### config.mk
export PLATFORM = sky130hd
export DESIGN_NAME = adc_ctrl
export DESIGN_NICKNAME = d
export VERILOG_FILES = /design/src/rtl/adc_pkg.sv /design/src/rtl/adc_sync.sv /design/src/rtl/adc_ctrl.sv
export SDC_FILE = /design/constraint.sdc
export NUM_CORES = 1
export LEC_CHECK = 0
export ABC_AREA = 0
export BUFFER_PORTS_ARGS = -buffer_cell sky130_fd_sc_hd__buf_4
export CORE_MARGIN = 2
export CORE_UTILIZATION = 50
export CTS_CLUSTER_DIAMETER = 200
export DETAILED_ROUTE_END_ITERATION = 7
export PLACE_DENSITY = 0.77
export SETUP_SLACK_MARGIN = 0.02
export SLEW_MARGIN = 20
export SYNTH_ARGS = -nofsm -noshare
export SYNTH_HDL_FRONTEND = slang
export SYNTH_SLANG_ARGS = --single-unit
### constraint.sdc
create_clock -name clk_i -period 6.44 [get_ports clk_i]
set_clock_uncertainty 0.1 [all_clocks]
set_input_delay 1.288 -clock clk_i [delete_from_list [all_inputs] [get_ports clk_i]]
set_output_delay 1.288 -clock clk_i [all_outputs]
set_load 0.02 [all_outputs]
### src/rtl/adc_pkg.sv
// Package for the asynchronous DRAM controller: pin groups, timing counts.
// Assumes a 40 MHz clock; timing counts are derived from times in ns, us or ms.
package adc_pkg;

    // Clock period in nanoseconds.
    localparam int CLK_PERIOD_NS = 25;

    // Geometry of the memory.
    localparam int ADDR_W  = 14;
    localparam int HALF_W  = 7;
    localparam int DATA_W  = 4;
    localparam int ROWS    = 128;

    // Power-up pause and wake cycles.
    localparam int WAKE_PAUSE_US = 100;
    localparam int WAKE_PAUSE_CYC = (WAKE_PAUSE_US * 1000 + CLK_PERIOD_NS - 1)
                                    / CLK_PERIOD_NS;
    localparam int WAKE_CYCLES   = 8;

    // Refresh period; one row refresh every period/rows, rounded down.
    localparam int REFRESH_MS    = 2;
    localparam int REFRESH_CYC   = (REFRESH_MS * 1000000 / ROWS)
                                   / CLK_PERIOD_NS;

    // Strobe phase timing (slowest grade), rounded up to whole cycles.
    localparam int ROW_PRECHARGE_NS = 120;
    localparam int ROW_PULSE_NS     = 200;
    localparam int ROW_TO_COLUMN_DELAY_NS = 30;
    localparam int COLUMN_ACCESS_TIME_NS  = 100;
    localparam int ROW_ACCESS_TIME_NS     = 200;
    localparam int WRITE_PULSE_NS   = 55;
    localparam int PAGE_PRECHARGE_NS = 70;

    localparam int T_RP  = (ROW_PRECHARGE_NS + CLK_PERIOD_NS - 1)
                           / CLK_PERIOD_NS;
    localparam int T_RAS = (ROW_PULSE_NS + CLK_PERIOD_NS - 1) / CLK_PERIOD_NS;
    localparam int ROW_TO_COLUMN_DELAY = (ROW_TO_COLUMN_DELAY_NS + CLK_PERIOD_NS - 1)
                           / CLK_PERIOD_NS;
    // Column access carries two more cycles for the data synchroniser.
    localparam int COLUMN_ACCESS_TIME = (COLUMN_ACCESS_TIME_NS + CLK_PERIOD_NS - 1)
                           / CLK_PERIOD_NS + 2;
    localparam int T_WP  = (WRITE_PULSE_NS + CLK_PERIOD_NS - 1)
                           / CLK_PERIOD_NS;
    localparam int T_CP  = (PAGE_PRECHARGE_NS + CLK_PERIOD_NS - 1)
                           / CLK_PERIOD_NS;

    // Width of the general phase counter.
    localparam int CNT_W = 13;

    // Reset value of the refresh row pointer.
    localparam logic [HALF_W-1:0] ROW_PTR_RST = 7'h00;

    // Pins toward the memory; strobes are active low.
    typedef struct packed {
        logic              ras_n;
        logic              cas_n;
        logic              we_n;
        logic              oe_n;
        logic [HALF_W-1:0] addr;
        logic [DATA_W-1:0] dq_out;
        logic              dq_oe_n;
    } adc_pins_t;

    // Request from the user side.
    typedef struct packed {
        logic              write;
        logic              page;
        logic [ADDR_W-1:0] addr;
        logic [DATA_W-1:0] wdata;
    } adc_req_t;

    // Controller states.
    typedef enum logic [3:0] {
        ST_PAUSE   = 4'h0,
        ST_WAKE_HI = 4'h1,
        ST_WAKE_LO = 4'h2,
        ST_IDLE    = 4'h3,
        ST_ROW     = 4'h4,
        ST_COL     = 4'h5,
        ST_HOLD    = 4'h6,
        ST_PAGE    = 4'h7,
        ST_CPRE    = 4'h8,
        ST_PRE     = 4'h9,
        ST_REF     = 4'hA
    } adc_state_t;

endpackage : adc_pkg

### src/rtl/adc_sync.sv
// Two-flip-flop synchroniser for the data pins read back from the memory.
// Assumes the input is asynchronous to clk_i.
`timescale 1ns/100ps
`default_nettype none
module adc_sync
    import adc_pkg::*;
(
    // Clock and reset.
    input  wire logic              clk_i,
    input  wire logic              rst_b_i,
    // Pin side and synchronised side.
    input  wire logic [DATA_W-1:0] d_i,
    output logic      [DATA_W-1:0] q_o
);

    logic [DATA_W-1:0] meta_q;   // First stage, read only by the second.
    logic [DATA_W-1:0] sync_q;   // Second stage, safe for logic.

    // Both stages reset to zero; nothing reads the first stage but the second.
    always_ff @(posedge clk_i or negedge rst_b_i)
    begin
        if (!rst_b_i)
        begin
            meta_q <= 4'h0;
            sync_q <= 4'h0;
        end
        else
        begin
            meta_q <= d_i;
            sync_q <= meta_q;
        end
    end

    assign q_o = sync_q;

endmodule : adc_sync
`default_nettype wire

### src/rtl/adc_ctrl.sv
// Controller for a 16K x 4 asynchronous DRAM: wake sequence, random and
// page accesses, and row-strobe-only refresh. Assumes the memory pins are
// wired directly, and that the data pins are resolved by the surroundings.
`timescale 1ns/100ps
`default_nettype none
// Function
// - Row half with row strobe, then column.
// - Refresh all 128 rows every 2 ms.
// - Wait 100 us, then eight row cycles.
// - Write enable held inactive after reads.
module adc_ctrl
    import adc_pkg::*;
#(
    parameter int PAUSE_CYC = WAKE_PAUSE_CYC,
    parameter int REF_CYC   = REFRESH_CYC
)
(
    // Clock and reset.
    input  wire logic              clk_i,
    input  wire logic              rst_b_i,
    // User request: valid/ready handshake.
    input  wire logic              req_valid_i,
    input  var  adc_req_t          req_i,
    output logic                   req_ready_o,
    // Read answer.
    output logic                   rd_valid_o,
    output logic [DATA_W-1:0]      rd_data_o,
    // Status.
    output logic                   init_done_o,
    // Memory pins; dq_oe_n is low while the controller drives data.
    output var  adc_pins_t         mem_o,
    input  wire logic [DATA_W-1:0] mem_dq_i
);

    // Whole module state in one packed struct.
    typedef struct packed {
        adc_state_t          st;
        logic [CNT_W-1:0]    cnt;       // Phase timer.
        logic [CNT_W-1:0]    ref_cnt;   // Refresh interval timer.
        logic                ref_due;   // A row refresh is owed.
        logic [HALF_W-1:0]   row_ptr;   // Next row to refresh.
        logic [3:0]          wake_n;    // Wake cycles left.
        logic                init_done;
        adc_req_t            req;       // Latched request.
        logic [HALF_W-1:0]   open_row;  // Row held open in page mode.
        adc_pins_t           pins;
        logic                rd_valid;
        logic [DATA_W-1:0]   rd_data;
    } adc_state_s_t;

    adc_state_s_t s_q;
    adc_state_s_t s_d;
    logic [DATA_W-1:0] dq_sync;  // Data pins after two flip-flops.
    logic              accept;   // Request taken this cycle.

    // Data read back from the pins is asynchronous and is synchronised.
    adc_sync u_sync (
        .clk_i   (clk_i),
        .rst_b_i (rst_b_i),
        .d_i     (mem_dq_i),
        .q_o     (dq_sync)
    );

    // Ready only when idle or in an open page of the same row, with no
    // refresh owed; refresh therefore has priority over user traffic.
    assign req_ready_o = s_q.init_done && !s_q.ref_due &&
                         ((s_q.st == ST_IDLE) ||
                          ((s_q.st == ST_PAGE) &&
                           (req_i.addr[ADDR_W-1:HALF_W] == s_q.open_row)));
    assign accept = req_valid_i && req_ready_o;

    // Next-state logic for every field of the state.
    always_comb
    begin
        s_d = s_q;
        s_d.rd_valid = 1'b0;
        // Interval timer marks one row refresh owed per period.
        if (s_q.ref_cnt >= CNT_W'(REF_CYC - 1))
        begin
            s_d.ref_cnt = '0;
            s_d.ref_due = s_q.init_done;
        end
        else
        begin
            s_d.ref_cnt = s_q.ref_cnt + 13'h0001;
        end
        unique case (s_q.st)
            // Power-up pause with every strobe high.
            ST_PAUSE:
            begin
                if (s_q.cnt >= CNT_W'(PAUSE_CYC - 1))
                begin
                    s_d.st  = ST_WAKE_LO;
                    s_d.cnt = '0;
                end
                else
                begin
                    s_d.cnt = s_q.cnt + 13'h0001;
                end
            end
            // Eight row-strobe-only cycles wake the array.
            ST_WAKE_LO:
            begin
                s_d.pins.ras_n = 1'b0;
                s_d.pins.addr  = s_q.row_ptr;
                s_d.cnt = s_q.cnt + 13'h0001;
                // The strobe falls one edge after entry, so count one more.
                if (s_q.cnt >= CNT_W'(T_RAS))
                begin
                    s_d.pins.ras_n = 1'b1;
                    s_d.cnt = '0;
                    s_d.st  = ST_WAKE_HI;
                    s_d.wake_n = s_q.wake_n - 4'h1;
                end
            end
            ST_WAKE_HI:
            begin
                s_d.cnt = s_q.cnt + 13'h0001;
                if (s_q.cnt >= CNT_W'(T_RP - 1))
                begin
                    s_d.cnt = '0;
                    if (s_q.wake_n == 4'h0)
                    begin
                        s_d.st = ST_IDLE;
                        s_d.init_done = 1'b1;
                    end
                    else
                    begin
                        s_d.st = ST_WAKE_LO;
                    end
                end
            end
            // Idle: refresh first, then a user access.
            ST_IDLE:
            begin
                s_d.cnt = '0;
                if (s_q.ref_due)
                begin
                    s_d.st = ST_REF;
                    s_d.pins.addr  = s_q.row_ptr;
                    s_d.pins.ras_n = 1'b0;
                end
                else if (accept)
                begin
                    s_d.req = req_i;
                    s_d.st  = ST_ROW;
                    s_d.open_row   = req_i.addr[ADDR_W-1:HALF_W];
                    s_d.pins.addr  = req_i.addr[ADDR_W-1:HALF_W];
                    s_d.pins.ras_n = 1'b0;
                end
            end
            // Row strobe low; hold the row address, then move to column.
            ST_ROW:
            begin
                s_d.cnt = s_q.cnt + 13'h0001;
                if (s_q.cnt >= CNT_W'(ROW_TO_COLUMN_DELAY - 1))
                begin
                    // Column strobe at or after the minimum delay; any lag
                    // only moves access onto column timing.
                    s_d.cnt = '0;
                    s_d.st  = ST_COL;
                    s_d.pins.addr  = s_q.req.addr[HALF_W-1:0];
                    s_d.pins.cas_n = 1'b0;
                    if (s_q.req.write)
                    begin
                        // Early write: data and write enable change on the same edge as the
                        // column strobe, so output stays off.
                        s_d.pins.we_n    = 1'b0;
                        s_d.pins.dq_out  = s_q.req.wdata;
                        s_d.pins.dq_oe_n = 1'b0;
                    end
                    else
                    begin
                        s_d.pins.oe_n = 1'b0;
                    end
                end
            end
            // Column strobe low for access or write pulse.
            ST_COL:
            begin
                s_d.cnt = s_q.cnt + 13'h0001;
                if (s_q.cnt >= CNT_W'(COLUMN_ACCESS_TIME - 1))
                begin
                    s_d.cnt = '0;
                    s_d.st  = ST_HOLD;
                    if (!s_q.req.write)
                    begin
                        // The two extra cycles cover the synchroniser.
                        s_d.rd_data  = dq_sync;
                        s_d.rd_valid = 1'b1;
                    end
                end
            end
            // End the column phase; write enable high, outputs released.
            ST_HOLD:
            begin
                s_d.pins.cas_n   = 1'b1;
                s_d.pins.oe_n    = 1'b1;
                s_d.pins.we_n    = 1'b1;
                s_d.pins.dq_oe_n = 1'b1;
                s_d.cnt = '0;
                s_d.st  = s_q.req.page ? ST_CPRE : ST_PRE;
            end
            // Column precharge inside the open row, then wait in page.
            ST_CPRE:
            begin
                s_d.cnt = s_q.cnt + 13'h0001;
                if (s_q.cnt >= CNT_W'(T_CP - 1))
                begin
                    s_d.st = ST_PAGE;
                end
            end
            // Page open: row strobe stays low for further columns.
            ST_PAGE:
            begin
                s_d.cnt = '0;
                if (accept)
                begin
                    s_d.req = req_i;
                    s_d.st  = ST_COL;
                    s_d.pins.addr  = req_i.addr[HALF_W-1:0];
                    s_d.pins.cas_n = 1'b0;
                    if (req_i.write)
                    begin
                        s_d.pins.we_n    = 1'b0;
                        s_d.pins.dq_out  = req_i.wdata;
                        s_d.pins.dq_oe_n = 1'b0;
                    end
                    else
                    begin
                        s_d.pins.oe_n = 1'b0;
                    end
                end
                else if (!req_valid_i || s_q.ref_due ||
                         !req_i.page || !req_ready_o)
                begin
                    // Close the row when the stream ends or refresh is owed.
                    s_d.pins.ras_n = 1'b1;
                    s_d.st = ST_PRE;
                end
            end
            // Row-strobe-only refresh of one row, column strobe high.
            ST_REF:
            begin
                s_d.cnt = s_q.cnt + 13'h0001;
                s_d.ref_due = 1'b0;
                if (s_q.cnt >= CNT_W'(T_RAS - 1))
                begin
                    s_d.pins.ras_n = 1'b1;
                    s_d.row_ptr = s_q.row_ptr + 7'h01;
                    s_d.cnt = '0;
                    s_d.st  = ST_PRE;
                end
            end
            // Row precharge before the next row cycle.
            ST_PRE:
            begin
                s_d.pins.ras_n = 1'b1;
                s_d.cnt = s_q.cnt + 13'h0001;
                if (s_q.cnt >= CNT_W'(T_RP - 1))
                begin
                    s_d.cnt = '0;
                    s_d.st  = ST_IDLE;
                end
            end
            default:
            begin
                s_d.st = ST_PAUSE;
            end
        endcase
        // A refresh owed in the same cycle it was begun is kept owed.
        if (s_q.ref_cnt >= CNT_W'(REF_CYC - 1) && s_q.init_done)
        begin
            s_d.ref_due = 1'b1;
        end
    end

    // State register; strobes idle high and data pins released at reset.
    always_ff @(posedge clk_i or negedge rst_b_i)
    begin
        if (!rst_b_i)
        begin
            s_q <= '0;
            s_q.st           <= ST_PAUSE;
            s_q.wake_n       <= 4'(WAKE_CYCLES);
            s_q.row_ptr      <= ROW_PTR_RST;
            s_q.pins.ras_n   <= 1'b1;
            s_q.pins.cas_n   <= 1'b1;
            s_q.pins.we_n    <= 1'b1;
            s_q.pins.oe_n    <= 1'b1;
            s_q.pins.dq_oe_n <= 1'b1;
        end
        else
        begin
            s_q <= s_d;
        end
    end

    // Outputs come straight from the state register.
    assign mem_o       = s_q.pins;
    assign rd_valid_o  = s_q.rd_valid;
    assign rd_data_o   = s_q.rd_data;
    assign init_done_o = s_q.init_done;

endmodule : adc_ctrl
`default_nettype wire

==> Word level (Yosys, flattened, before mapping) <==
Cells that the tools add are included.
Widths: inputs -> output; s select.
{ "word_totals": {"out_inout_bits": 23, "in_bits": 27, "wordCells": 152, "ff_bits": 92} }
{ "classes": {"magnitude_cmp": 8, "n_eq_ne": 30, "reduce_logical": 36, "addsub": 4, "bitwise": 2, "muxes": 49} }
{ "ops": {"columns": ["cell", "count"], "rows": [
  ["$pmux 13 s9", 1],
  ["$mux 17", 6],
  ["$pmux 4 s11", 1],
  ["$pmux 20 s2", 1],
  ["$ge 13x3->1 const B", 3],
  ["$ne 2x2->1 const B", 16],
  ["$mux 15", 2],
  ["$mux 28", 1],
  ["$pmux 7 s4", 1],
  ["$mux 27", 1],
  ["$add 13x1->13 const B", 2],
  ["$mux 13", 2],
  ["$mux 5", 5],
  ["$mux 4", 6],
  ["$mux 7", 3],
  ["$mux 20", 1],
  ["$reduce_and 5->1", 4],
  ["$eq 4x3->1 const B", 4],
  ["$ge 13x1->1 const B", 1],
  ["$ge 13x10->1 const B", 1],
  ["$ge 13x12->1 const B", 1],
  ["$ge 13x2->1 const B", 1],
  ["$ge 13x4->1 const B", 1],
  ["$mux 1", 13],
  ["other kinds (29)", 51]
]} }

==> Logic depth before layout (Yosys ltp) <==
Gate-level depths: netlist (run 1).
{ "logic_depth": {"depth_word": 9, "mapped_depth": 8} }

==> By module <==
Synthesis (run 1) repeated with hierarchy kept, for this count alone.
{ "unflattened": {"hier_cells": 505, "hier_area_um2": 4868.4} }
{ "by_module_without_submodules": {"columns": ["mod", "cells_each", "seq_area_each_um2", "area_per_inst_um2", "n_inst"], "rows": [
  ["adc_ctrl", 497, 2083.2, 4668.2, 1],
  ["adc_sync", 8, 200.2, 200.2, 1]
]} }

==> Worst setup path after synthesis (run 1) <==
Ideal clock, no wire load.
{ "synth_path": {"path_kind": "input to output", "startpoint": "input req_i[16] (netlist name)", "endpoint": "output req_ready_o", "t_required_ns": 5.052, "arrival_time_ns": 2.157, "stages": 4, "setup_slack_ns": 2.895, "path_cell_list": "xnor2_1 > nand4_1 > nor3_1 > o211a_1"} }
{ "synth_via": {"elab_chain_cells": 4} }
{ "synth_rtl": {"columns": ["item", "line", "source"], "rows": [
  ["from (decl)", "adc_ctrl.sv:23", "input var adc_req_t req_i,"],
  ["$eq 7x7->1", "adc_ctrl.sv:69", "(req_i.addr[ADDR_W-1:HALF_W] == s_q.open_row)));"],
  ["$logic_and 1x1->1", "adc_ctrl.sv:68", "((s_q.st == ST_PAGE) &&"],
  ["$logic_or 1x1->1", "adc_ctrl.sv:67", "((s_q.st == ST_IDLE) ||"],
  ["$logic_and 1x1->1", "adc_ctrl.sv:66", "assign req_ready_o = s_q.init_done && !s_q.ref_due &&"],
  ["to (decl)", "adc_ctrl.sv:24", "output logic req_ready_o,"]
]} }
Every way passes these cells.

==> Final worst setup path (run 1) <==
{ "layout_path": {"startpoint": "input req_i[12] (netlist name)", "endpoint": "output req_ready_o"} }
The elaborated chain is that of the path after synthesis.

==> results.ini, run 1 <==
[route]
wl_mm = 10.2
ant_nets = 0
route.met3.wl_microns = 575
top_layer = met4
drc = 0
dr.pass1.iters = 6
wl_met2_mm = 4.82
viasPerCell = 5.84
wl_met1_mm = 4.67
drtIter0Drc = 278
wl_per_cell_microns = 16.9
via_count = 3537

[cts]
ctsResizeCount = 0
clkSinkCount = 91
tritoncts = built
ctsHoldBuffers = 0
clk_path_buf_depth = 2
root_buffer = clkbuf_8
post_cts_buffers = 0
path_clk_slew_ns = 0.08
insertion_delay_ns = 0.35
h-tree-depth = 3
cts_inserted_buffers = 9

[synth]
avgSynthCellArea_sq_um = 10.7
synth_area_sq_um = 4800
synth_edf_count = 0
yosysWarnings = 0
ys_types = 65
ys_async_sr_fraction_pct = 100
synth-main-ff-cell = dfrtp_1
ys_ff_latch = 91
synth_seq_area_share_pct = 47.5
netlist_instances = 448

[worst_setup_path]
cpMostUsedCell = buf_4
crit_path_max_incr_delay_ns = 0.50
critPathTopFamily = simple AND/OR/NAND/NOR gates
crit_chain = buf_4 -> xnor2_1 -> nand4_1 -> nor3_1 -> o211a_1 -> buf_4
r2r_cells = 5
path_class = primary input to output pin
worstPathArrival_ns = 2.65
cp_num_buf_inv = 2
path_max_fanout = 4
cp-end-kind = output pin
worstPathRequired_ns = 5.05
startpoint_type = primary input
slowest_stage = nor3_1
crit_cells = 6

[placed_design]
dp_slack_ns = 2.47
place_hpwl_mm = 7.39
port-buffer-count = 49
gp_congestion = 0.879

[global_routing]
antenna_found_initial = 0
grt.overflow.total = 0
grt_pass1_wl_mm = 16.7
grt_pass1_vias = 3343
grt_usage_pct = 20.4
grt_max_degree = 47

[hold_path]
whs_path_depth = 0
hp-class = flip-flop to flip-flop

[sta]
worst-slew-pin-transition_ns = 0.814
period_share_pct = 62.6
maxSlewViolCount = 0
worst_slew_margin_rel_pct = 45.5
min_period_ns = 4.03
rsz0062_at_grt = no
setup_viol_count_final = 0
fin_ws_ns = 2.41
max_freq_mhz = 248
tns_ns = 0
hold_violations = 0
whs_ns = 0.255

[final_layout]
fill_cells = 801
area_growth_pct = 10.5
num_antenna_cells = 0
multi_input_area_sq_um = 2230
ff_latch_area_sq_um = 2280
nets = 507
drive_gt1_share_pct = 24.3

[die]
num_rows = 35
die_h_microns = 102
fp.dieArea_sq_um = 10400
io_pins = 50
initial_utilization_pct = 51.8
core_sq_um = 9280
die_x_microns = 102

[power]
fin_total_pwr_uw = 993
power_density_nw_per_um2 = 187
irDropWorstVdd_mv = 0.169
p_leak_nw = 2.43

[outcome]
outcome = finished, final reports clean

[flow_run]
drv_cap = 0

-- final timing paths --
path | from | endpoint | slack, ns
worst max-delay path | req_i[12] | req_ready_o | 2.41
worst min-delay path | u_sync.meta_q[1]$_DFF_PN0_ | u_sync.q_o[1]$_DFF_PN0_ | 0.26
worst max register to register | s_q[88]$_DFFE_PN0P_ | mem_o[5]$_DFFE_PN0P_ | 3.44
worst min register to register | u_sync.meta_q[1]$_DFF_PN0_ | u_sync.q_o[1]$_DFF_PN0_ | 0.26
max in group asynchronous | rst_b_i | s_q[22]$_DFFE_PN0P_ | 4.42
min in group asynchronous | rst_b_i | rd_data_o[1]$_DFFE_PN0P_ | 0.81
-- power breakdown --
part,total [mW],switching (mW),leakage [nW],internal [mW]
clock network,0.386,0.195,0.0966,0.191
logic,0.0310,0.0182,1.12,0.0128
registers,0.576,0.00121,1.22,0.575
-- synth_stat cells (7+ instances only) --
| master | number | area share [%] |
|---|---|---|
| dfrtp_1 | 86 | 45 |
| mux2_2 | 37 | 8.7 |
| nand2_1 | 32 | 2.5 |
| nor2_1 | 28 | 2.2 |
| buf_4 | 20 | 3.1 |
| xnor2_1 | 20 | 3.6 |
| inv_1 | 16 | 1.3 |
| nand3_1 | 15 | 1.6 |
| a21oi_1 | 14 | 1.5 |
| a221o_1 | 13 | 2.7 |
| clkbuf_1 | 12 | 0.94 |
| nor3_1 | 11 | 1.1 |
| nand4_1 | 9 | 1.2 |
| a22o_1 | 8 | 1.5 |
| ha_1 | 8 | 2.1 |
| o21ai_0 | 8 | 0.83 |
| xor2_1 | 8 | 1.5 |
| a211oi_1 | 7 | 1.1 |
| nand2b_1 | 7 | 0.91 |
-- through the flow --
stage	util, %	instance area, sq um	std cells
finish	57.2	5310	606
global route	57.2	5310	606
CTS	57.2	5310	606
detailed placement	55.0	5110	590
global placement	55.0	5110	590
floorplan	-	4810	450
-- layout by cell type, fill, tap and decap left out, types with 3 or more instances in the layout --
cell	n
nand4_1	9
xor2_1	8
nor2_1	28
and3_1	3
and2_1	4
dfstp_2	5
a41oi_1	3
nor3_1	11
xnor2_1	20
nor2b_1	5
nand2_1	32
or3_1	4
o21ai_0	7
buf_4	50
conb_1	3
ha_1	8
inv_1	16
dfrtp_1	86
a21oi_1	14
a21o_1	6
a221o_1	13
nand2b_1	7
mux2_2	37
a211oi_1	7
clkbuf_8	10
and4_1	6
a22o_1	8
nand3_1	15
-- cells by family (layout without fill, tap and decap cells) --
logic type	count (synthesis)	in the layout	synth area share, %
muxes	40	40	9.35
and+or+nand+nor	137	137	15.1
buffers and inverters	55	82	6.22
adders and majority gates	8	8	2.08
DFF	91	91	47.5
other	1	3	0.0781
AOI/OAI and AO/OA	88	88	14.6
xor gates and xnor gates	28	28	5.10
-- sequential cells by signal, indices dropped and copies added, names as in the netlist --
signal         flops
s_q               62
mem_o             15
rd_data_o          4
u_sync.meta_q      4
u_sync.q_o         4
init_done_o        1
rd_valid_o         1
-- routing by layer --
layer	GRT usage [%]	vias up
met5	0	-
met4	5.85	0
met3	4.17	19
met2	31.8	128
met1	29.1	1748
li1	-	1642
-- layout make-up --
cell class	instances	area share, %
Clock buffer	12	2.73
Timing Repair Buffer	50	7.07
Inverter	16	1.13
Sequential cell	91	43.0
Clock inverter	4	0.966
Multi-Input combinational cell	304	42.1
Tap cell	129	3.04
Note: power is estimated with default switching activity, not from simulation.
==> inputs of run 2 (changes only) <==
--- a/config.mk
+++ b/config.mk
@@ -5,7 +5,7 @@
 export SDC_FILE = /design/constraint.sdc
 export NUM_CORES = 1
 export LEC_CHECK = 0
-export ABC_AREA = 0
+export ABC_AREA = 1
 export BUFFER_PORTS_ARGS = -buffer_cell sky130_fd_sc_hd__buf_4
 export CORE_MARGIN = 2
 export CORE_UTILIZATION = 50
==> constraint.sdc (replaced) <==
create_clock -name clk_i -period 3.85 [get_ports clk_i]
set_clock_uncertainty 0.1 [all_clocks]
set_input_delay 0.77 -clock clk_i [delete_from_list [all_inputs] [get_ports clk_i]]
set_output_delay 0.77 -clock clk_i [all_outputs]
set_load 0.02 [all_outputs]
==> run 2 against run 1 <==
Against the previous run:
- critical endpoint unchanged
- routed wire length is 1.6% lower
- critical path depth is 2 higher
- first-iteration DRC count is 20% higher
- cell area increased by 2.1%
- largest power group unchanged
- non-clock buffer count grew 2
- cell count is 31% higher
- combinational power is 120% higher
==> results.ini, run 2 <==
[outcome]
outcome = finished, final reports clean

[final_layout]
final_cell_count_no_fill = 794  ; +31%
num_antenna_cells = 0  ; unchanged
final_util_pct = 58.1  ; +0.94 points
layout_commonest_cell = nand2_1
drive_gt1_share_pct = 14.6  ; -9.7 points
nets = 695  ; +37%
largest_reg_flops = 62  ; unchanged
area_growth_pct = 11.5
regMostFlops = s_q
final_cell_mix = nand2_1 (191), dfrtp_1 (86), inv_1 (70)
stdcell_area_sq_um = 5420  ; +2.1%

[die]
die_x_microns = 103  ; +0.57%
core_sq_um = 9330  ; +0.47%
initial_utilization_pct = 52.1  ; +0.37 points
io_pins = 50  ; unchanged
fp.dieArea_sq_um = 10500  ; +1.1%
die_h_microns = 103  ; +0.57%
num_rows = 35  ; unchanged

[placed_design]
place_hpwl_mm = 7.61  ; +2.9%
port-buffer-count = 49  ; unchanged
gp_congestion = 0.895  ; +1.9%
dp.cells = 778  ; +32%
place_area_sq_um = 5220  ; +2.1%

[global_routing]
grt_max_degree = 41  ; -13%
grt_usage_pct = 20.8  ; +0.43 points
grt.overflow.total = 0  ; unchanged
antenna_found_initial = 0  ; unchanged
grt_pass1_wl_mm = 17.4  ; +4.0%
grt_pass1_vias = 3892  ; +16%

[route]
wl_mm = 10.1  ; -1.6%
drc = 0  ; unchanged
ant_nets = 0  ; unchanged
viasPerCell = 5.10  ; -13%
drtIter0Drc = 333  ; +20%
via_count = 4047  ; +14%
dr.pass1.iters = 5  ; -1
wl_per_cell_microns = 12.7  ; -25%

[power]
fin_total_pwr_mw = 1.68  ; +69%
p_comb_share_pct = 4.0  ; +0.9 points
p_switching_uw = 428  ; +99%
pwr-share-seq_pct = 57.7  ; -0.3 points
swShare_pct = 25.5  ; +3.9 points
power_density_nw_per_um2 = 309  ; +65%
p_clk_share_pct = 38.3  ; -0.6 points
p_leak_nw = 2.73  ; +12%
power.internal_mw = 1.25  ; +60%
irDropWorstVdd_mv = 0.242  ; +43%

[sta]
worst_slew_margin_rel_pct = 66.0  ; +20 points
max_freq_mhz = 366
min_period_ns = 2.73
tns_ns = 0  ; unchanged
worst-slew-pin-transition_ns = 0.510  ; -0.304 ns
period_share_pct = 71.0
rsz0062_at_grt = no
hold_violations = 0  ; unchanged
maxSlewViolCount = 0  ; unchanged
setup_viol_count_final = 0  ; unchanged

[synth]
synth.most_common_cell = nand2_1
synth-main-ff-cell = dfrtp_1
avgSynthCellArea_sq_um = 7.79  ; -27%
synth_edf_count = 0  ; unchanged
synthTopCellsByCount = nand2_1 (191), dfrtp_1 (86), inv_1 (70), nor2_1 (60), nand3_1 (38)
yosysWarnings = 0  ; unchanged
synth_top_area_share_pct = 44.3  ; -0.53 points
synth_top_area_cell = dfrtp_1
netlist_instances = 624  ; +39%
ys_types = 36  ; -45%
synth_seq_area_share_pct = 47.0  ; -0.56 points
synth_area_sq_um = 4860  ; +1.2%
netlist_top_cells_area = dfrtp_1 (44%), nand2_1 (15%), inv_1 (5.4%), nor2_1 (4.6%), nand3_1 (3.9%)
ys_async_sr_fraction_pct = 100  ; unchanged
ys_ff_latch = 91  ; unchanged

[worst_setup_path]
path_class = flip-flop to output pin
worstPathArrival_ns = 1.86  ; -0.79 ns
startpoint_type = flip-flop
worstPathRequired_ns = 2.98  ; -2.07 ns
path_max_fanout = 8  ; +4
cp-end-kind = output pin

[flow_run]
drv_cap = 0  ; unchanged

[cts]
cts_inserted_buffers = 9  ; unchanged
insertion_delay_ns = 0.37  ; +0.02 ns
path_clk_slew_ns = 0.10  ; +0.02 ns
ctsResizeCount = 0  ; unchanged
post_cts_buffers = 0  ; unchanged
h-tree-depth = 3  ; unchanged
clkSinkCount = 91  ; unchanged
ctsHoldBuffers = 0  ; unchanged
tritoncts = built
root_buffer = clkbuf_8
clk_path_buf_depth = 2  ; unchanged

[hold_path]
hp-class = primary input to asynchronous set/reset pin

## run 2: cell types whose count changed in the layout (fill, tap and decap cells not counted), moves of 8 or more
| cell | before | now |
|---|---|---|
| xnor2_1 | 20 | 7 |
| nand3_1 | 15 | 38 |
| mux2_2 | 37 | 2 |
| a221o_1 | 13 | 0 |
| o21ai_0 | 7 | 24 |
| nor2_1 | 28 | 60 |
| xor2_1 | 8 | 17 |
| inv_1 | 16 | 70 |
| a22o_1 | 8 | 0 |
| nand2_1 | 32 | 191 |
## run 2: kinds of logic (layout without fill, tap and decap cells)
| kind of cell | Yosys count | after routing | share of synthesized area [%] |
|---|---|---|---|
| DFF | 91 | 91 | 47.0 |
| other | 1 | 3 | 0.0771 |
| AOI/OAI and AO/OA | 68 | 68 | 7.95 |
| adders and majority gates | 8 | 8 | 2.06 |
| buffers and inverters | 104 | 143 | 9.98 |
| and+or+nand+nor | 326 | 326 | 28.2 |
| xor gates and xnor gates | 24 | 24 | 4.32 |
| muxes | 2 | 2 | 0.463 |
## run 2: path summary, 6_finish.rpt
kind | slack, ns | to | cells past startpoint | startpoint
worst max-delay path | 1.12 | req_ready_o | 8 | s_q[90]$_DFFE_PN0P_
worst min-delay path | 0.26 | s_q[82]$_DFFE_PN0P_ | 1 | rst_b_i
worst max register to register | 1.38 | s_q[27]$_DFFE_PN0P_ | 10 | s_q[90]$_DFFE_PN0P_
worst min register to register | 0.26 | u_sync.q_o[2]$_DFF_PN0_ | 0 | u_sync.meta_q[2]$_DFF_PN0_
max in group asynchronous | 2.59 | mem_o[15]$_DFFE_PN1P_ | 2 | rst_b_i
min in group clk_i | 0.26 | u_sync.q_o[2]$_DFF_PN0_ | 0 | u_sync.meta_q[2]$_DFF_PN0_
## run 2: through the flow
step	hold WS, ns	setup slack [ns]
6_report	0.261	1.12
5_1_grt	0.272	1.00
4_1_cts	0.263	1.11
3_5_place_dp	0.238	1.18
3_3_place_gp	0.237	1.20
2_1_floorplan	0.231	1.58
## run 2: cell type report
type	instances	area (sq um)
inverter	75	282
clock inverter	7	81.3
fill	839	3910
sequential	91	2280
multi-input combinational	431	2100
tap	129	161
clock buffer	9	124
timing repair buffer	52	390
## run 2: per-layer routing
layer	wire (microns)	up-vias	share of wire (%)	global-route usage (%)
li1	-	2028	-	-
met1	4450	1889	44	27.0
met2	5000	123	50	36.0
met3	541	7	5.4	4.41
met4	61	0	0.61	4.92
met5	0	-	0	0
## run 2: power by group through the flow
stage,sequential [mW],clock (mW),combinational [mW]
5_1_grt,0.968,0.705,0.0765
3_5_place_dp,0.986,0,0.0692
2_1_floorplan,0.985,0,0.0191
3_3_place_gp,0.985,0,0.0675
6_report,0.967,0.642,0.0673
4_1_cts,0.967,0.664,0.0694
## run 2: worst max-delay path, stage by stage (launching register included)
cell and delay (ns):
dfrtp_1 0.44, nor2_1 0.16, inv_2 0.07, nor2_2 0.28
inv_1 0.14, nand2_2 0.13, nand2_1 0.08, inv_1 0.06
buf_4 0.13
==> inputs of run 3 (changes only) <==
==> constraint.sdc (replaced) <==
create_clock -name clk_i -period 2.7 [get_ports clk_i]
set_clock_uncertainty 0.1 [all_clocks]
set_input_delay 0.54 -clock clk_i [delete_from_list [all_inputs] [get_ports clk_i]]
set_output_delay 0.54 -clock clk_i [all_outputs]
set_load 0.02 [all_outputs]
==> run 3 against run 2 <==
Against the previous run:
- non-clock buffer count stayed put
- combinational power is 44% higher
- first-iteration DRC count is 30% lower
- sequential share of layout area hardly changed
- sequential power is 43% higher
- routed wire length is 3.8% higher
- register-to-register slack worse by 0.99 ns
- count of clock-buffer cells in the layout stayed put
- worst hold slack worse by 0.26 ns
- cell area hardly changed
- worst setup slack worse by 0.87 ns
- clock power is 42% higher
- largest power group unchanged
==> results.ini, run 3 (synthesized netlist as in run 2, its figures left out) <==
[worst_setup_path]
path_max_fanout = 8  ; unchanged
cp-end-kind = output pin
worstPathArrival_ns = 1.82  ; -0.04 ns
startpoint_type = flip-flop
path_class = flip-flop to output pin
worstPathRequired_ns = 2.06  ; -0.92 ns

[power]
irDropWorstVdd_mv = 0.244  ; +0.95%
p_leak_nw = 2.72  ; -0.33%
power_density_nw_per_um2 = 440  ; +42%

[final_layout]
area_growth_pct = 11.6  ; about the same
final_cell_mix = nand2_1 (191), dfrtp_1 (86), inv_1 (70)
drive_gt1_share_pct = 14.6  ; unchanged
num_antenna_cells = 0  ; unchanged
regMostFlops = s_q
largest_reg_flops = 62  ; unchanged
stdcell_area_sq_um = 5420  ; about the same
fill_cells = 867  ; +3.3%
final_cell_count_no_fill = 794  ; unchanged
nets = 695  ; unchanged
layout_commonest_cell = nand2_1

[die]
fp.dieArea_sq_um = 10500  ; unchanged
io_pins = 50  ; unchanged
num_rows = 35  ; unchanged
core_sq_um = 9330  ; unchanged
die_x_microns = 103  ; unchanged
die_h_microns = 103  ; unchanged
initial_utilization_pct = 52.1  ; unchanged

[cts]
clkSinkCount = 91  ; unchanged
tritoncts = built
path_clk_slew_ns = 0.09  ; about the same
insertion_delay_ns = 0.37  ; about the same
clk_path_buf_depth = 2  ; unchanged
cts_inserted_buffers = 9  ; unchanged
ctsHoldBuffers = 0  ; unchanged
ctsResizeCount = 0  ; unchanged
post_cts_buffers = 0  ; unchanged
h-tree-depth = 3  ; unchanged
root_buffer = clkbuf_8

[global_routing]
grt_pass1_vias = 3813  ; -2.0%
grt_pass1_wl_mm = 17.4  ; +0.16%
grt_usage_pct = 21.1  ; +0.22 points
antenna_found_initial = 0  ; unchanged
grt_max_degree = 62  ; +51%
grt.overflow.total = 0  ; unchanged

[sta]
tns_ns = 0  ; unchanged
whs_ns = 0.00248  ; -0.259 ns
fin_ws_ns = 0.244  ; -0.872 ns
maxSlewViolCount = 0  ; unchanged
period_share_pct = 91.0
rsz0062_at_grt = no
setup_viol_count_final = 0  ; unchanged
hold_violations = 0  ; unchanged
max_freq_mhz = 407
min_period_ns = 2.46

[route]
viasPerCell = 5.16  ; +1.2%
drtIter0Drc = 234  ; -30%
wl_met2_mm = 4.99  ; -0.14%
wl_per_cell_microns = 13.1  ; +3.8%
wl_mm = 10.4  ; +3.8%
top_layer = met4
drc = 0  ; unchanged
via_count = 4095  ; +1.2%
ant_nets = 0  ; unchanged
dr.pass1.iters = 8  ; +3
wl_met1_mm = 4.72  ; +6.1%
route.met3.wl_microns = 487  ; -10%

[flow_run]
drv_cap = 0  ; unchanged

[outcome]
outcome = finished, final reports clean

[placed_design]
dp_slack_ns = 0.483  ; -0.696 ns
gp_congestion = 0.910  ; +1.6%
place_area_sq_um = 5230  ; +0.24%
place_hpwl_mm = 7.77  ; +2.2%
dp.cells = 778  ; unchanged
port-buffer-count = 49  ; unchanged

[hold_path]
hp-class = primary input to asynchronous set/reset pin

==> run 3: cell types whose count changed in the layout (fill, tap and decap cells not counted), sizes merged <==
cell,delta
clkinv,-4
clkinvlp,+3
inv,+1
==> run 3: worst max-delay path, stage by stage (launching register included) <==
cell	delay, ns
dfrtp_1	0.41
nor2_1	0.17
inv_2	0.07
nor2_2	0.25
inv_1	0.13
nand2_2	0.13
nand2_1	0.08
inv_1	0.08
buf_4	0.14
==> run 3: path summary, 6_finish.rpt <==
path | startpoint | end | slack (ns) | depth (start not counted)
max | s_q[89]$_DFFE_PN0P_ | req_ready_o | 0.24 | 8
min | rst_b_i | s_q[80]$_DFFE_PN0P_ | 0.002 | 1
max reg2reg | s_q[88]$_DFFE_PN0P_ | s_q[75]$_DFFE_PN0P_ | 0.39 | 9
min reg2reg | u_sync.meta_q[3]$_DFF_PN0_ | u_sync.q_o[3]$_DFF_PN0_ | 0.26 | 0
max in group asynchronous | rst_b_i | s_q[52]$_DFFE_PN1P_ | 1.81 | 2
min in group clk_i | mem_dq_i[3] | u_sync.meta_q[3]$_DFF_PN0_ | 0.17 | 1
==> run 3: layout make-up <==
| type | instances | area [sq um] | share of cell area, % |
|---|---|---|---|
| Sequential cell | 91 | 2280 | 42.1 |
| Clock inverter | 7 | 70.1 | 1.29 |
| Tap cell | 129 | 161 | 2.98 |
| Timing Repair Buffer | 52 | 403 | 7.43 |
| Inverter | 75 | 282 | 5.19 |
| Multi-Input combinational cell | 431 | 2100 | 38.7 |
| Clock buffer | 9 | 124 | 2.28 |
==> run 3: report_power, final <==
| group | internal, mW | switching (mW) |
|---|---|---|
| sequential | 1.37 | 0.00414 |
| clock | 0.358 | 0.552 |
| combinational | 0.0398 | 0.0573 |
| total | 1.77 | 0.613 |
==> run 3: routing by layer <==
| metal | global-route usage (%) | vias to the layer above |
|---|---|---|
| li1 | - | 2030 |
| met1 | 27.5 | 1912 |
| met2 | 35.3 | 125 |
| met3 | 3.59 | 28 |
| met4 | 7.79 | 0 |
| met5 | 0 | - |
==> run 3: metrics by stage <==
step | power (mW) | util [%]
floorplan | 1.43 | -
global placement | 1.50 | 56.1
detailed placement | 1.50 | 56.1
CTS | 2.41 | 58.1
global route | 2.48 | 58.1
finish | 2.39 | 58.1
